<file path="config.mk">
export PLATFORM = sky130hd
export DESIGN_NAME = ssm_core
export DESIGN_NICKNAME = d
export VERILOG_FILES = /design/src/rtl/ssm_pkg.sv /design/src/rtl/ssm_core.sv /design/src/rtl/ssm_spi_link.sv /design/src/rtl/ssm_dir_qual.sv
export SDC_FILE = /design/constraint.sdc
export NUM_CORES = 1
export LEC_CHECK = 0
export ABC_AREA = 1
export ABC_CLOCK_PERIOD_IN_PS = 1810
export BUFFER_PORTS_ARGS = -buffer_cell sky130_fd_sc_hd__clkbuf_2
export CAP_MARGIN = 20
export CORE_ASPECT_RATIO = 0.75
export CORE_MARGIN = 1
export CORE_UTILIZATION = 35
export CTS_CLUSTER_DIAMETER = 150
export CTS_CLUSTER_SIZE = 28
export DETAILED_ROUTE_END_ITERATION = 6
export GPL_ROUTABILITY_DRIVEN = 1
export PLACE_DENSITY = 0.59
export SLEW_MARGIN = 20
export SYNTH_ARGS = -nofsm -noshare
export SYNTH_HDL_FRONTEND = slang
export SYNTH_HIERARCHICAL = 1
export SYNTH_SLANG_ARGS = --single-unit
export TNS_END_PERCENT = 1
</file>
<file path="constraint.sdc">
create_clock -name ref_clk -period 1.81 [get_ports ref_clk]
set_clock_uncertainty 0.15 [all_clocks]
set_input_delay 0.181 -clock ref_clk [delete_from_list [all_inputs] [get_ports ref_clk]]
set_output_delay 0.181 -clock ref_clk [all_outputs]
set_load 0.01 [all_outputs]
</file>
<file path="src/rtl/ssm_pkg.sv">
// Purpose: shared constants and types of the switch serial/mode core
// Assumes: core clock of 100 MHz
// Notes: frame layout and register addresses are defined here only

package ssm_pkg;

    // ========================================
    // timing
    localparam int CLK_PERIOD_NS = 10;
    localparam int DIR_HOLD_NS = 2000;
    // least time, so rounded up to whole cycles
    localparam int DIR_HOLD_CYCLES =
        (DIR_HOLD_NS + CLK_PERIOD_NS - 1) / CLK_PERIOD_NS;
    localparam int WDOG_TIMEOUT_CYCLES = 1000000;

    // ========================================
    // frame layout
    localparam int CHANNELS = 4;
    localparam int FRAME_BITS = 16;
    localparam int ADDR_W = 5;
    localparam int DATA_W = 10;
    localparam logic [4:0] FRAME_CNT = 5'h10;
    localparam logic [4:0] CNT_MAX = 5'h1f;

    // ========================================
    // register addresses and fields
    localparam logic [4:0] ADDR_ON = 5'h00;
    localparam logic [4:0] ADDR_PATH_BLOCK = 5'h01;
    localparam logic [4:0] ADDR_CONFIG = 5'h02;
    localparam int CFG_PWM_EN = 0;
    localparam int CFG_VDD_FAIL_EN = 1;
    localparam int CFG_HS_GATE = 2;
    localparam logic [3:0] CH_RESET = 4'h0;
    localparam logic [2:0] CFG_RESET = 3'h0;

    // ========================================
    // pin synchroniser order and idle values
    localparam int PIN_WAKE_RST = 3;
    localparam int PIN_WAKE = 2;
    localparam int PIN_FSI = 1;
    localparam int PIN_VDD_FAIL = 0;
    localparam logic [3:0] PINS_IDLE = 4'h0;
    localparam logic [2:0] SPI_IDLE = 3'h2;
    localparam logic [15:0] WORD_ZERO = 16'h0000;

    typedef enum logic [1:0] {
        SSM_SLEEP = 2'b00,
        SSM_NORMAL = 2'b01,
        SSM_FAILSAFE = 2'b10,
        SSM_FAULT = 2'b11
    } ssm_mode_t;

    typedef struct packed {
        logic sclk;
        logic cs_n;
        logic si;
    } ssm_spi_pins_t;

    typedef struct packed {
        logic wd;
        logic [ADDR_W-1:0] addr;
        logic [DATA_W-1:0] data;
    } ssm_frame_t;

    typedef struct packed {
        logic [3:0] overcurrent_flag;
        logic [3:0] overtemp_flag;
        logic [3:0] severe_short_flag;
        logic undervoltage_flag;
        logic high_supply_flag;
    } ssm_fault_t;

endpackage

</file>
<file path="src/rtl/ssm_core.sv">
// Purpose: serial control and mode core of a four-channel switch
// Assumes: fault flags and duty waveform come from ref_clk logic
// Notes: pins from outside pass two flip-flops before use

`timescale 1ns/10ps

module ssm_core import ssm_pkg::*; #(
    parameter int WDOG_CYCLES = WDOG_TIMEOUT_CYCLES,
    parameter int HOLD_CYCLES = DIR_HOLD_CYCLES
) (
    input wire logic ref_clk,
    input wire logic reset,
    input wire ssm_spi_pins_t spi_pins,
    output logic so,
    output logic so_oe,
    input wire logic [3:0] in_pins,
    input wire logic wake_rst_pin,
    input wire logic wake_pin,
    input wire logic failsafe_select_input,
    input wire logic vdd_fail_pin,
    input wire ssm_fault_t faults,
    input wire logic [3:0] duty_wave,
    output logic [3:0] power_output_channel,
    output logic [3:0] fault_clear,
    output logic normal_mode_flag,
    output ssm_mode_t mode
);

    // ========================================
    // declarations
    logic [3:0] pin_meta_r, pin_sync_r;
    logic [3:0] in_level, in_req;
    logic frame_valid;
    ssm_frame_t frame;
    logic [15:0] status;
    logic [3:0] on_r, block_r;
    logic [2:0] cfg_r;
    logic wd_last_r, wd_to_r, wd_hit, wd_en, wd_toggle;
    logic [31:0] wd_cnt_r;
    logic wake, fail, fault, fsi_open;
    logic [3:0] ch_fault;
    logic global_fault;
    logic [3:0] on_eff, block_eff;
    logic pwm_en, vdd_fail_en, hs_gate;
    logic [3:0] hs_nxt, clr_nxt;
    ssm_mode_t mode_nxt;

    // ========================================
    // mode decode
    function automatic ssm_mode_t pick_mode(input logic w, input logic f,
                                           input logic flt);
        if (!w) begin
            pick_mode = SSM_SLEEP;
        end else if (flt) begin
            pick_mode = SSM_FAULT;
        end else if (f) begin
            pick_mode = SSM_FAILSAFE;
        end else begin
            pick_mode = SSM_NORMAL;
        end
    endfunction

    // ========================================
    // serial link
    ssm_spi_link u_link (
        .ref_clk(ref_clk),
        .reset(reset),
        .pins(spi_pins),
        .status(status),
        .frame_valid(frame_valid),
        .frame(frame),
        .so(so),
        .so_oe(so_oe)
    );

    // ========================================
    // direct ports
    genvar gi;
    generate
        for (gi = 0; gi < CHANNELS; gi++) begin : g_dir
            ssm_dir_qual #(
                .HOLD_CYCLES(HOLD_CYCLES)
            ) u_dir (
                .ref_clk(ref_clk),
                .reset(reset),
                .pin(in_pins[gi]),
                .level(in_level[gi]),
                .request(in_req[gi])
            );
        end
    endgenerate

    // ========================================
    // control pin synchronisers
    always_ff @(posedge ref_clk) begin
        if (reset) begin
            pin_meta_r <= PINS_IDLE;
            pin_sync_r <= PINS_IDLE;
        end else begin
            pin_meta_r <= {wake_rst_pin, wake_pin, failsafe_select_input,
                           vdd_fail_pin};
            pin_sync_r <= pin_meta_r;
        end
    end

    assign fsi_open = pin_sync_r[PIN_FSI];
    assign wd_en = fsi_open;

    // ========================================
    // wake, fail and fault terms
    assign wake = pin_sync_r[PIN_WAKE_RST] | pin_sync_r[PIN_WAKE]
                | (|in_req);

    // sleep forces every serial setting to read as zero
    assign on_eff = (mode == SSM_SLEEP) ? CH_RESET : on_r;
    assign block_eff = (mode == SSM_SLEEP) ? CH_RESET : block_r;
    assign pwm_en = cfg_r[CFG_PWM_EN] && (mode != SSM_SLEEP);
    assign vdd_fail_en = cfg_r[CFG_VDD_FAIL_EN] && (mode != SSM_SLEEP);
    assign hs_gate = cfg_r[CFG_HS_GATE] && (mode != SSM_SLEEP);

    assign fail = (pin_sync_r[PIN_VDD_FAIL] & vdd_fail_en)
                | (wd_to_r & fsi_open);

    assign ch_fault = faults.overcurrent_flag | faults.overtemp_flag
                    | faults.severe_short_flag;
    assign global_fault = faults.undervoltage_flag
                        | (faults.high_supply_flag & hs_gate);
    assign fault = (|ch_fault) | global_fault;

    assign mode_nxt = pick_mode(wake, fail, fault);

    always_ff @(posedge ref_clk) begin
        if (reset) begin
            mode <= SSM_SLEEP;
            normal_mode_flag <= 1'b0;
        end else begin
            mode <= mode_nxt;
            normal_mode_flag <= (mode_nxt == SSM_NORMAL);
        end
    end

    // ========================================
    // configuration registers
    // supply-fail enable survives fail-safe, else the mode would chatter
    always_ff @(posedge ref_clk) begin
        if (reset || mode == SSM_SLEEP) begin
            on_r <= CH_RESET;
            block_r <= CH_RESET;
            cfg_r <= CFG_RESET;
        end else if (mode == SSM_FAILSAFE) begin
            on_r <= CH_RESET;
            block_r <= CH_RESET;
            cfg_r[CFG_PWM_EN] <= 1'b0;
            cfg_r[CFG_HS_GATE] <= 1'b0;
        end else if (frame_valid) begin
            case (frame.addr)
                ADDR_ON: begin
                    on_r <= frame.data[3:0];
                end
                ADDR_PATH_BLOCK: begin
                    block_r <= frame.data[3:0];
                end
                ADDR_CONFIG: begin
                    cfg_r <= frame.data[2:0];
                end
                default: begin
                    on_r <= on_r;
                end
            endcase
        end
    end

    // ========================================
    // watchdog
    assign wd_toggle = frame_valid && (frame.wd != wd_last_r);
    assign wd_hit = wd_en && (mode == SSM_NORMAL)
                  && (wd_cnt_r == 32'(WDOG_CYCLES - 1));

    always_ff @(posedge ref_clk) begin
        if (reset || mode == SSM_SLEEP) begin
            wd_cnt_r <= '0;
        end else if (!wd_en || mode != SSM_NORMAL || wd_toggle || wd_hit) begin
            wd_cnt_r <= '0;
        end else begin
            wd_cnt_r <= wd_cnt_r + 32'd1;
        end
    end

    always_ff @(posedge ref_clk) begin
        if (reset || mode == SSM_SLEEP) begin
            wd_last_r <= 1'b0;
        end else if (frame_valid) begin
            wd_last_r <= frame.wd;
        end
    end

    // timeout set wins over a clearing frame in the same cycle
    always_ff @(posedge ref_clk) begin
        if (reset || mode == SSM_SLEEP) begin
            wd_to_r <= 1'b0;
        end else if (!wd_en) begin
            wd_to_r <= 1'b0;
        end else if (wd_hit) begin
            wd_to_r <= 1'b1;
        end else if (frame_valid && frame.wd) begin
            wd_to_r <= 1'b0;
        end
    end

    // ========================================
    // output drive and fault-clear trigger
    always_comb begin
        hs_nxt = 4'h0;
        clr_nxt = 4'h0;
        for (int i = 0; i < CHANNELS; i++) begin
            case (mode)
                SSM_SLEEP: begin
                    hs_nxt[i] = 1'b0;
                end
                SSM_FAILSAFE: begin
                    hs_nxt[i] = in_level[i];
                end
                SSM_NORMAL, SSM_FAULT: begin
                    hs_nxt[i] = (((in_level[i] & ~block_eff[i]) | on_eff[i])
                                 & ~pwm_en)
                              | (on_eff[i] & duty_wave[i] & pwm_en);
                    if (mode == SSM_FAULT
                        && (ch_fault[i] || global_fault)) begin
                        hs_nxt[i] = 1'b0;
                    end
                end
                default: begin
                    hs_nxt[i] = 1'b0;
                end
            endcase
            if (mode == SSM_NORMAL || mode == SSM_FAILSAFE) begin
                clr_nxt[i] = ((in_req[i] & ~block_eff[i]) & ~pwm_en)
                           | on_eff[i];
            end
        end
    end

    always_ff @(posedge ref_clk) begin
        if (reset) begin
            power_output_channel <= 4'h0;
            fault_clear <= 4'h0;
        end else begin
            power_output_channel <= hs_nxt;
            fault_clear <= clr_nxt;
        end
    end

    // ========================================
    // status word loaded at chip select fall
    assign status = {normal_mode_flag, fail, fault, wake,
                     faults.undervoltage_flag, faults.high_supply_flag,
                     2'b00, ch_fault, power_output_channel};

endmodule

</file>
<file path="src/rtl/ssm_spi_link.sv">
// Purpose: 16-bit serial slave, sampled by the core clock
// Assumes: sclk idles low while chip select is high
// Notes: edges are found after a two-stage synchroniser

`timescale 1ns/10ps

module ssm_spi_link import ssm_pkg::*; (
    input wire logic ref_clk,
    input wire logic reset,
    input wire ssm_spi_pins_t pins,
    input wire logic [15:0] status,
    output logic frame_valid,
    output ssm_frame_t frame,
    output logic so,
    output logic so_oe
);

    // ========================================
    // synchronisers and edges
    ssm_spi_pins_t meta_r, sync_r, prev_r;
    logic sclk_rise, sclk_fall, cs_rise, cs_fall, active;
    logic [15:0] rx_r, tx_r;
    logic [4:0] cnt_r;

    always_ff @(posedge ref_clk) begin
        if (reset) begin
            meta_r <= SPI_IDLE;
            sync_r <= SPI_IDLE;
            prev_r <= SPI_IDLE;
        end else begin
            meta_r <= pins;
            sync_r <= meta_r;
            prev_r <= sync_r;
        end
    end

    assign sclk_rise = sync_r.sclk & ~prev_r.sclk;
    assign sclk_fall = ~sync_r.sclk & prev_r.sclk;
    assign cs_fall = ~sync_r.cs_n & prev_r.cs_n;
    assign cs_rise = sync_r.cs_n & ~prev_r.cs_n;
    // clock and data are dead while deselected
    assign active = ~sync_r.cs_n & ~prev_r.cs_n;

    // ========================================
    // receive
    always_ff @(posedge ref_clk) begin
        if (reset) begin
            rx_r <= WORD_ZERO;
            cnt_r <= '0;
        end else if (cs_fall) begin
            cnt_r <= '0;
        end else if (active && sclk_fall) begin
            rx_r <= {rx_r[14:0], sync_r.si};
            if (cnt_r != CNT_MAX) begin
                cnt_r <= cnt_r + 5'h01;
            end
        end
    end

    // a frame of any other length is dropped whole
    always_ff @(posedge ref_clk) begin
        if (reset) begin
            frame_valid <= 1'b0;
            frame <= WORD_ZERO;
        end else begin
            frame_valid <= cs_rise && (cnt_r == FRAME_CNT);
            if (cs_rise) begin
                frame <= rx_r;
            end
        end
    end

    // ========================================
    // transmit
    always_ff @(posedge ref_clk) begin
        if (reset) begin
            tx_r <= WORD_ZERO;
            so <= 1'b0;
            so_oe <= 1'b0;
        end else if (cs_fall) begin
            tx_r <= status;
            so <= status[15];
            so_oe <= 1'b1;
        end else if (cs_rise) begin
            so <= 1'b0;
            so_oe <= 1'b0;
        end else if (active && sclk_rise) begin
            so <= tx_r[15];
            tx_r <= {tx_r[14:0], 1'b0};
        end
    end

endmodule

</file>
<file path="src/rtl/ssm_dir_qual.sv">
// Purpose: synchronise one direct drive pin and qualify it
// Assumes: pin is asynchronous to ref_clk
// Notes: request stays up HOLD_CYCLES after the pin falls

`timescale 1ns/10ps

module ssm_dir_qual #(
    parameter int HOLD_CYCLES = 200
) (
    input wire logic ref_clk,
    input wire logic reset,
    input wire logic pin,
    output logic level,
    output logic request
);

    localparam int W = $clog2(HOLD_CYCLES + 1);

    logic meta_r, sync_r;
    logic [W-1:0] hold_r;

    // ========================================
    // synchroniser and hold
    always_ff @(posedge ref_clk) begin
        if (reset) begin
            meta_r <= 1'b0;
            sync_r <= 1'b0;
        end else begin
            meta_r <= pin;
            sync_r <= meta_r;
        end
    end

    // hold bridges short gaps so pwm on the pin does not sleep the part
    always_ff @(posedge ref_clk) begin
        if (reset) begin
            hold_r <= '0;
            level <= 1'b0;
            request <= 1'b0;
        end else begin
            if (sync_r) begin
                hold_r <= W'(HOLD_CYCLES);
            end else if (hold_r != '0) begin
                hold_r <= hold_r - W'(1);
            end
            level <= sync_r;
            request <= sync_r | (hold_r != '0);
        end
    end

endmodule

</file>
==> results of run 1 <==
## cell usage in the layout, fill, tap and decap left out, types with 18 or more instances in the layout
cell type,count
buf_4,25
o21ai_0,45
dfxtp_1,169
inv_1,139
nor2_2,46
a21oi_1,68
nand3_1,60
ha_1,18
clkbuf_2,43
clkbuf_16,19
nand2_1,266
nor2_1,197
## layout make-up
class / instances / share of cell area
multi-input cells: 810 / 0.4230
flip-flops and latches: 170 / 0.3517
repair buffers: 85 / 0.06541
inverters: 152 / 0.05946
clock buffers: 17 / 0.04395
well taps: 300 / 0.03878
clock inverters: 15 / 0.01771
## power groups by stage
stage | sequential [uW] | clock [uW] | combinational, uW
floorplan | 4620 | 0 | 2200
global placement | 4690 | 0 | 2710
detailed placement | 4690 | 0 | 2760
CTS | 4610 | 3800 | 2810
global route | 4680 | 3960 | 3200
finish | 4610 | 3690 | 2810
## metrics by stage
step	utilization	worst slack, ps
2_1_floorplan	-	88.29
3_3_place_gp	0.3853	132.4
3_5_place_dp	0.3853	107.0
4_1_cts	0.4165	76.85
5_1_grt	0.4208	-10.74
6_report	0.4208	79.69
## repair_timing
item,CTS,global route
endpoints found under the setup margin,0,37
endpoints found under the hold margin,12,0
resized for setup,0,13
hold buffers,12,0
## worst max-delay path by stage
stage | startpoint | end | cells past startpoint
after floorplan | mode[0]$_SDFF_PP0_ | u_link/tx_r[13]$_SDFFE_PP0P_ | 12
final | mode[1]$_SDFF_PP0_ | wd_cnt_r[14]$_SDFF_PP0_ | 9
after detailed placement | mode[1]$_SDFF_PP0_ | u_link/tx_r[13]$_SDFFE_PP0P_ | 12
after global routing | mode[1]$_SDFF_PP0_ | wd_cnt_r[11]$_SDFF_PP0_ | 9
after CTS | mode[1]$_SDFF_PP0_ | power_output_channel[3]$_SDFF_PP0_ | 9
after global placement | mode[1]$_SDFF_PP0_ | u_link/tx_r[14]$_SDFFE_PP0P_ | 11
## worst register-to-register path, stage by stage (launching register included)
cell,delay (ps)
dfxtp_1,320
inv_2,110
ha_4,150
nand2_1,80
nand3b_1,180
nor2_2,130
nand3_2,120
nand2_4,170
clkbuf_16,180
nor2_2,40
## routing by layer
layer | vias up | global-route usage | wire [um]
li1 | 3751 | - | -
met1 | 3127 | 0.2448 | 10190
met2 | 126 | 0.2184 | 7337
met3 | 14 | 0.03435 | 769
met4 | 0 | 0.04991 | 193
met5 | - | 0 | 0
## registers in the layout (all words and copies together), names as in the netlist, 5 cells and up
register,cells
g_dir.u_dir/hold_r,32
u_link/frame,10
u_link/tx_r,16
wd_cnt_r,32
u_link/cnt_r,5
u_link/rx_r,16
==> impl_metrics.json, run 1 <==
{
  "status": "finished, final reports clean",
  "slowest_delay_ps": 320,
  "hold_depth": 5,
  "portBuffers": 43,
  "hold_end": "mode[0]$_SDFF_PP0_",
  "start_util": 0.3568,
  "cp_max_fo": 7,
  "critPathBufInv": 2,
  "antenna_found_initial": 0,
  "fp.dieW_um": 178.8,
  "hpwlAfterDp_um": 13380,
  "ios": 44,
  "fin_area_mm2": 0.009679,
  "hold_viol": 0,
  "avgSynthCellArea_um2": 7.082,
  "wl_per_cell_um": 11.94,
  "finalCritPeriodShare": 0.9560,
  "pwr-share-seq": 0.415,
  "period_needed_ps": 1730,
  "cts_root_buffer": "clkbuf_16",
  "required_ps": 1980,
  "clkTransAtPathRegs_ps": 70,
  "layout.cells.non_filler": 1549,
  "drive_gt1_frac": 0.1705,
  "final-seq-area_mm2": 0.003405,
  "crit_type": "reg -> reg",
  "path_cells": "inv_2 > ha_4 > nand2_1 > nand3b_1 > nor2_2 > nand3_2 > nand2_4 > clkbuf_16 > nor2_2",
  "crit_path_end_kind": "register",
  "placedInstanceArea_mm2": 0.008864,
  "synth_cells": 1159,
  "fillers": 2360,
  "finalWirelength_um": 18490,
  "p_comb_frac": 0.253,
  "p_leak_uw": 0.004029,
  "netlist_area_mm2": 0.008208,
  "p_int_uw": 7252,
  "overflow": 0,
  "slowest_stage": "dfxtp_1",
  "max_cap_violations": 0,
  "cp_top_family": "simple AND/OR/NAND/NOR gates",
  "first_pass_iters": 5,
  "num_rows": 48,
  "coreArea_mm2": 0.02300,
  "r2r_cells": 9,
  "grt_start_max_net_pins": 34,
  "min-delay-start": "faults[2]",
  "grt_pass1_wl_um": 30390,
  "cts_buffer_depth": 2,
  "crit_arrival_ps": 1900,
  "multiInputGateArea_mm2": 0.004094,
  "place_inst": 1503,
  "vias_per_cell": 4.531,
  "ant_nets": 0,
  "clk_latency_ps": 430,
  "fmax_mhz": 577.9,
  "antennaDiodeCount": 0,
  "gp_congestion": 0.8769,
  "hp-class": "in -> reg",
  "cp-start-kind": "register",
  "setup_viol": 0,
  "worst_path_most_repeated_cell": "nor2_2",
  "drc_errors": 0,
  "clock-sinks": 170,
  "drt_iter0_markers": 384,
  "power.switching_uw": 3855,
  "cts_tree": "built",
  "cts_buffers": 17,
  "grt_pass1_vias": 6243,
  "p_per_area_mw_per_mm2": 1148,
  "hold_ws_ps": 42.00,
  "r2r_setup_slack_ps": 80,
  "fin_tns_setup_ps": 0,
  "area_growth_pct": 17.93,
  "htree_levels": 4,
  "r2r_end": "wd_cnt_r[14]$_SDFF_PP0_",
  "yosysWarnings": 6,
  "via_count": 7018,
  "swShare": 0.3471,
  "die_h_um": 134.6,
  "r2r_start": "mode[1]$_SDFF_PP0_",
  "die_area_mm2": 0.02407,
  "maxSlewViolCount": 0,
  "clock_power_share": 0.332,
  "ir_worst_vdd_v": 0.0007580,
  "cts_setup_buffers": 0,
  "nets": 1287,
  "power_uw": 11110,
  "gr-usage-all-layers": 0.1600
}
Power figures use the tool's default switching activity.
==> run 2: changes to the inputs <==
- ABC_CLOCK_PERIOD_IN_PS: 1810 -> 1900
- clock period: 1.81 -> 1.9 ns (I/O delays scaled with it)
==> impl_metrics.json, run 2 (same netlist as run 1, synthesis figures left out) <==
{
  "slowest_stage": "dfxtp_1",
  "first_pass_iters": 5,
  "critPathBufInv": 3,
  "relSlewSlack": 0.6142,
  "drc_errors": 0,
  "clk_latency_ps": 450,
  "drive_gt1_frac": 0.1570,
  "via_count": 6951,
  "final_common_cell": "nand2_1",
  "area_growth_pct": 16.04,
  "p_leak_uw": 0.003921,
  "hold_ws_ps": 36.34,
  "finalWirelength_um": 18110,
  "gp_congestion": 0.8737,
  "grt_pass1_wl_um": 31240,
  "period_needed_ps": 1722,
  "slowest_delay_ps": 340,
  "mostFrequentLayoutCells": "nand2_1 (268), nor2_1 (198), dfxtp_1 (170)",
  "rsz0062_at_grt": "false",
  "ios": 44,
  "p_per_area_mw_per_mm2": 1115,
  "cts_root_buffer": "clkbuf_16",
  "htree_levels": 4,
  "path_cells": "inv_1 > ha_1 > inv_2 > nand2_4 > nand2_4 > inv_6 > nor2_2 > nor2_2",
  "crit_arrival_ps": 1910,
  "status": "finished, final reports clean",
  "gr-usage-all-layers": 0.1629,
  "clock-sinks": 170,
  "cp_max_fo": 16,
  "post-route-util": 0.4141,
  "max_cap_violations": 0,
  "ir_worst_vdd_v": 0.0006172,
  "drt_iter0_markers": 468,
  "ant_nets": 0,
  "crit_path_end_kind": "register",
  "hold_viol": 0,
  "hp-class": "in -> reg",
  "portBuffers": 43,
  "finalCritPeriodShare": 0.9062,
  "wl_per_cell_um": 11.79,
  "vias_per_cell": 4.525,
  "maxSlewViolCount": 0,
  "fin_ws_ps": 178.3,
  "fin_tns_setup_ps": 0,
  "fillers": 2364,
  "fp.dieW_um": 178.8,
  "reg_top3": "g_dir.u_dir/hold_r x32, wd_cnt_r x32",
  "overflow": 0,
  "start_util": 0.3568,
  "fmax_mhz": 580.8,
  "antenna_found_initial": 0,
  "setup_viol": 0,
  "num_rows": 48,
  "antennaDiodeCount": 0,
  "cp-start-kind": "register",
  "cp_top_family": "simple AND/OR/NAND/NOR gates",
  "nets": 1274,
  "die_area_mm2": 0.02407,
  "grt_pass1_vias": 6357,
  "die_h_um": 134.6,
  "tightest_slew_ps": 572.6,
  "hpwlAfterDp_um": 13250,
  "clkTransAtPathRegs_ps": 70,
  "grt_start_max_net_pins": 41,
  "cts_buffer_depth": 2,
  "required_ps": 2090,
  "place_ws_ps": 104.6,
  "cts_setup_buffers": 0,
  "crit_type": "reg -> reg",
  "cts_tree": "built",
  "cts_buffers": 17,
  "power_uw": 10620,
  "coreArea_mm2": 0.02300
}
[run 2: cell count changes in the layout (fill, tap and decap cells not counted), moves of 2 or more]
cell	delta
clkinv_8	+2
inv_8	-5
clkinvlp_4	+4
clkbuf_16	-2
nor3_2	-2
buf_4	-10
clkinv_4	-3
nand2_1	+2
[run 2: worst paths after layout]
path,startpoint,end,slack [ps],depth (start not counted)
worst max-delay path,u_link/sync_r[1]$_SDFF_PP1_,u_link/tx_r[3]$_SDFFE_PP0P_,180,8
worst min-delay path,duty_wave[0],power_output_channel[0]$_SDFF_PP0_,40,5
worst max register to register,u_link/sync_r[1]$_SDFF_PP1_,u_link/tx_r[3]$_SDFFE_PP0P_,180,8
worst min register to register,g_dir[3].u_dir/meta_r$_SDFF_PP0_,g_dir[3].u_dir/sync_r$_SDFF_PP0_,250,2
[run 2: what timing repair did]
| item | in CTS | in global routing |
|---|---|---|
| gates resized for setup | 0 | 6 |
| hold buffers | 12 | 0 |
| hold endpoints to repair | 14 | 0 |
| setup endpoints to repair | 0 | 15 |
[run 2: power breakdown]
group          internal (uW)  switching [uW]  total, uW
Combinational           1010            1610       2630
Clock                   1990            1600       3600
Sequential              3980             418       4400
[run 2: worst register-to-register path, delay by kind of cell (launching register included)]
| kind | cells | cell delay (ps) |
|---|---|---|
| buffers and inverters | 3 | 430 |
| adders and majority gates | 1 | 220 |
| and+or+nand+nor | 4 | 480 |
| DFF | 1 | 340 |
[run 2: metrics by stage]
| stage | area (um^2) | instances |
|---|---|---|
| floorplan | 8212 | 1160 |
| global placement | 8768 | 1492 |
| detailed placement | 8768 | 1492 |
| CTS | 9503 | 1536 |
| global route | 9524 | 1536 |
| finish | 9524 | 1536 |
[run 2: cell type report]
cell class / count / area (um^2) / share of cell area
clock buffer: 18 / 429.2 / 0.04506
clock inverter: 14 / 185.2 / 0.01944
inverter: 152 / 575.6 / 0.06043
multi-input combinational: 810 / 4068 / 0.4271
sequential: 170 / 3403 / 0.3573
tap: 300 / 375.4 / 0.03941
timing repair buffer: 72 / 488.0 / 0.05123
[run 2: per-layer routing]
metal  GRT usage  vias up  part of all wire
met4     0.04944        0             0.012
met5           0        -                 0
met2      0.2267      115              0.40
met3     0.03547       20             0.042
met1      0.2458     3100              0.54
li1            -     3716                 -
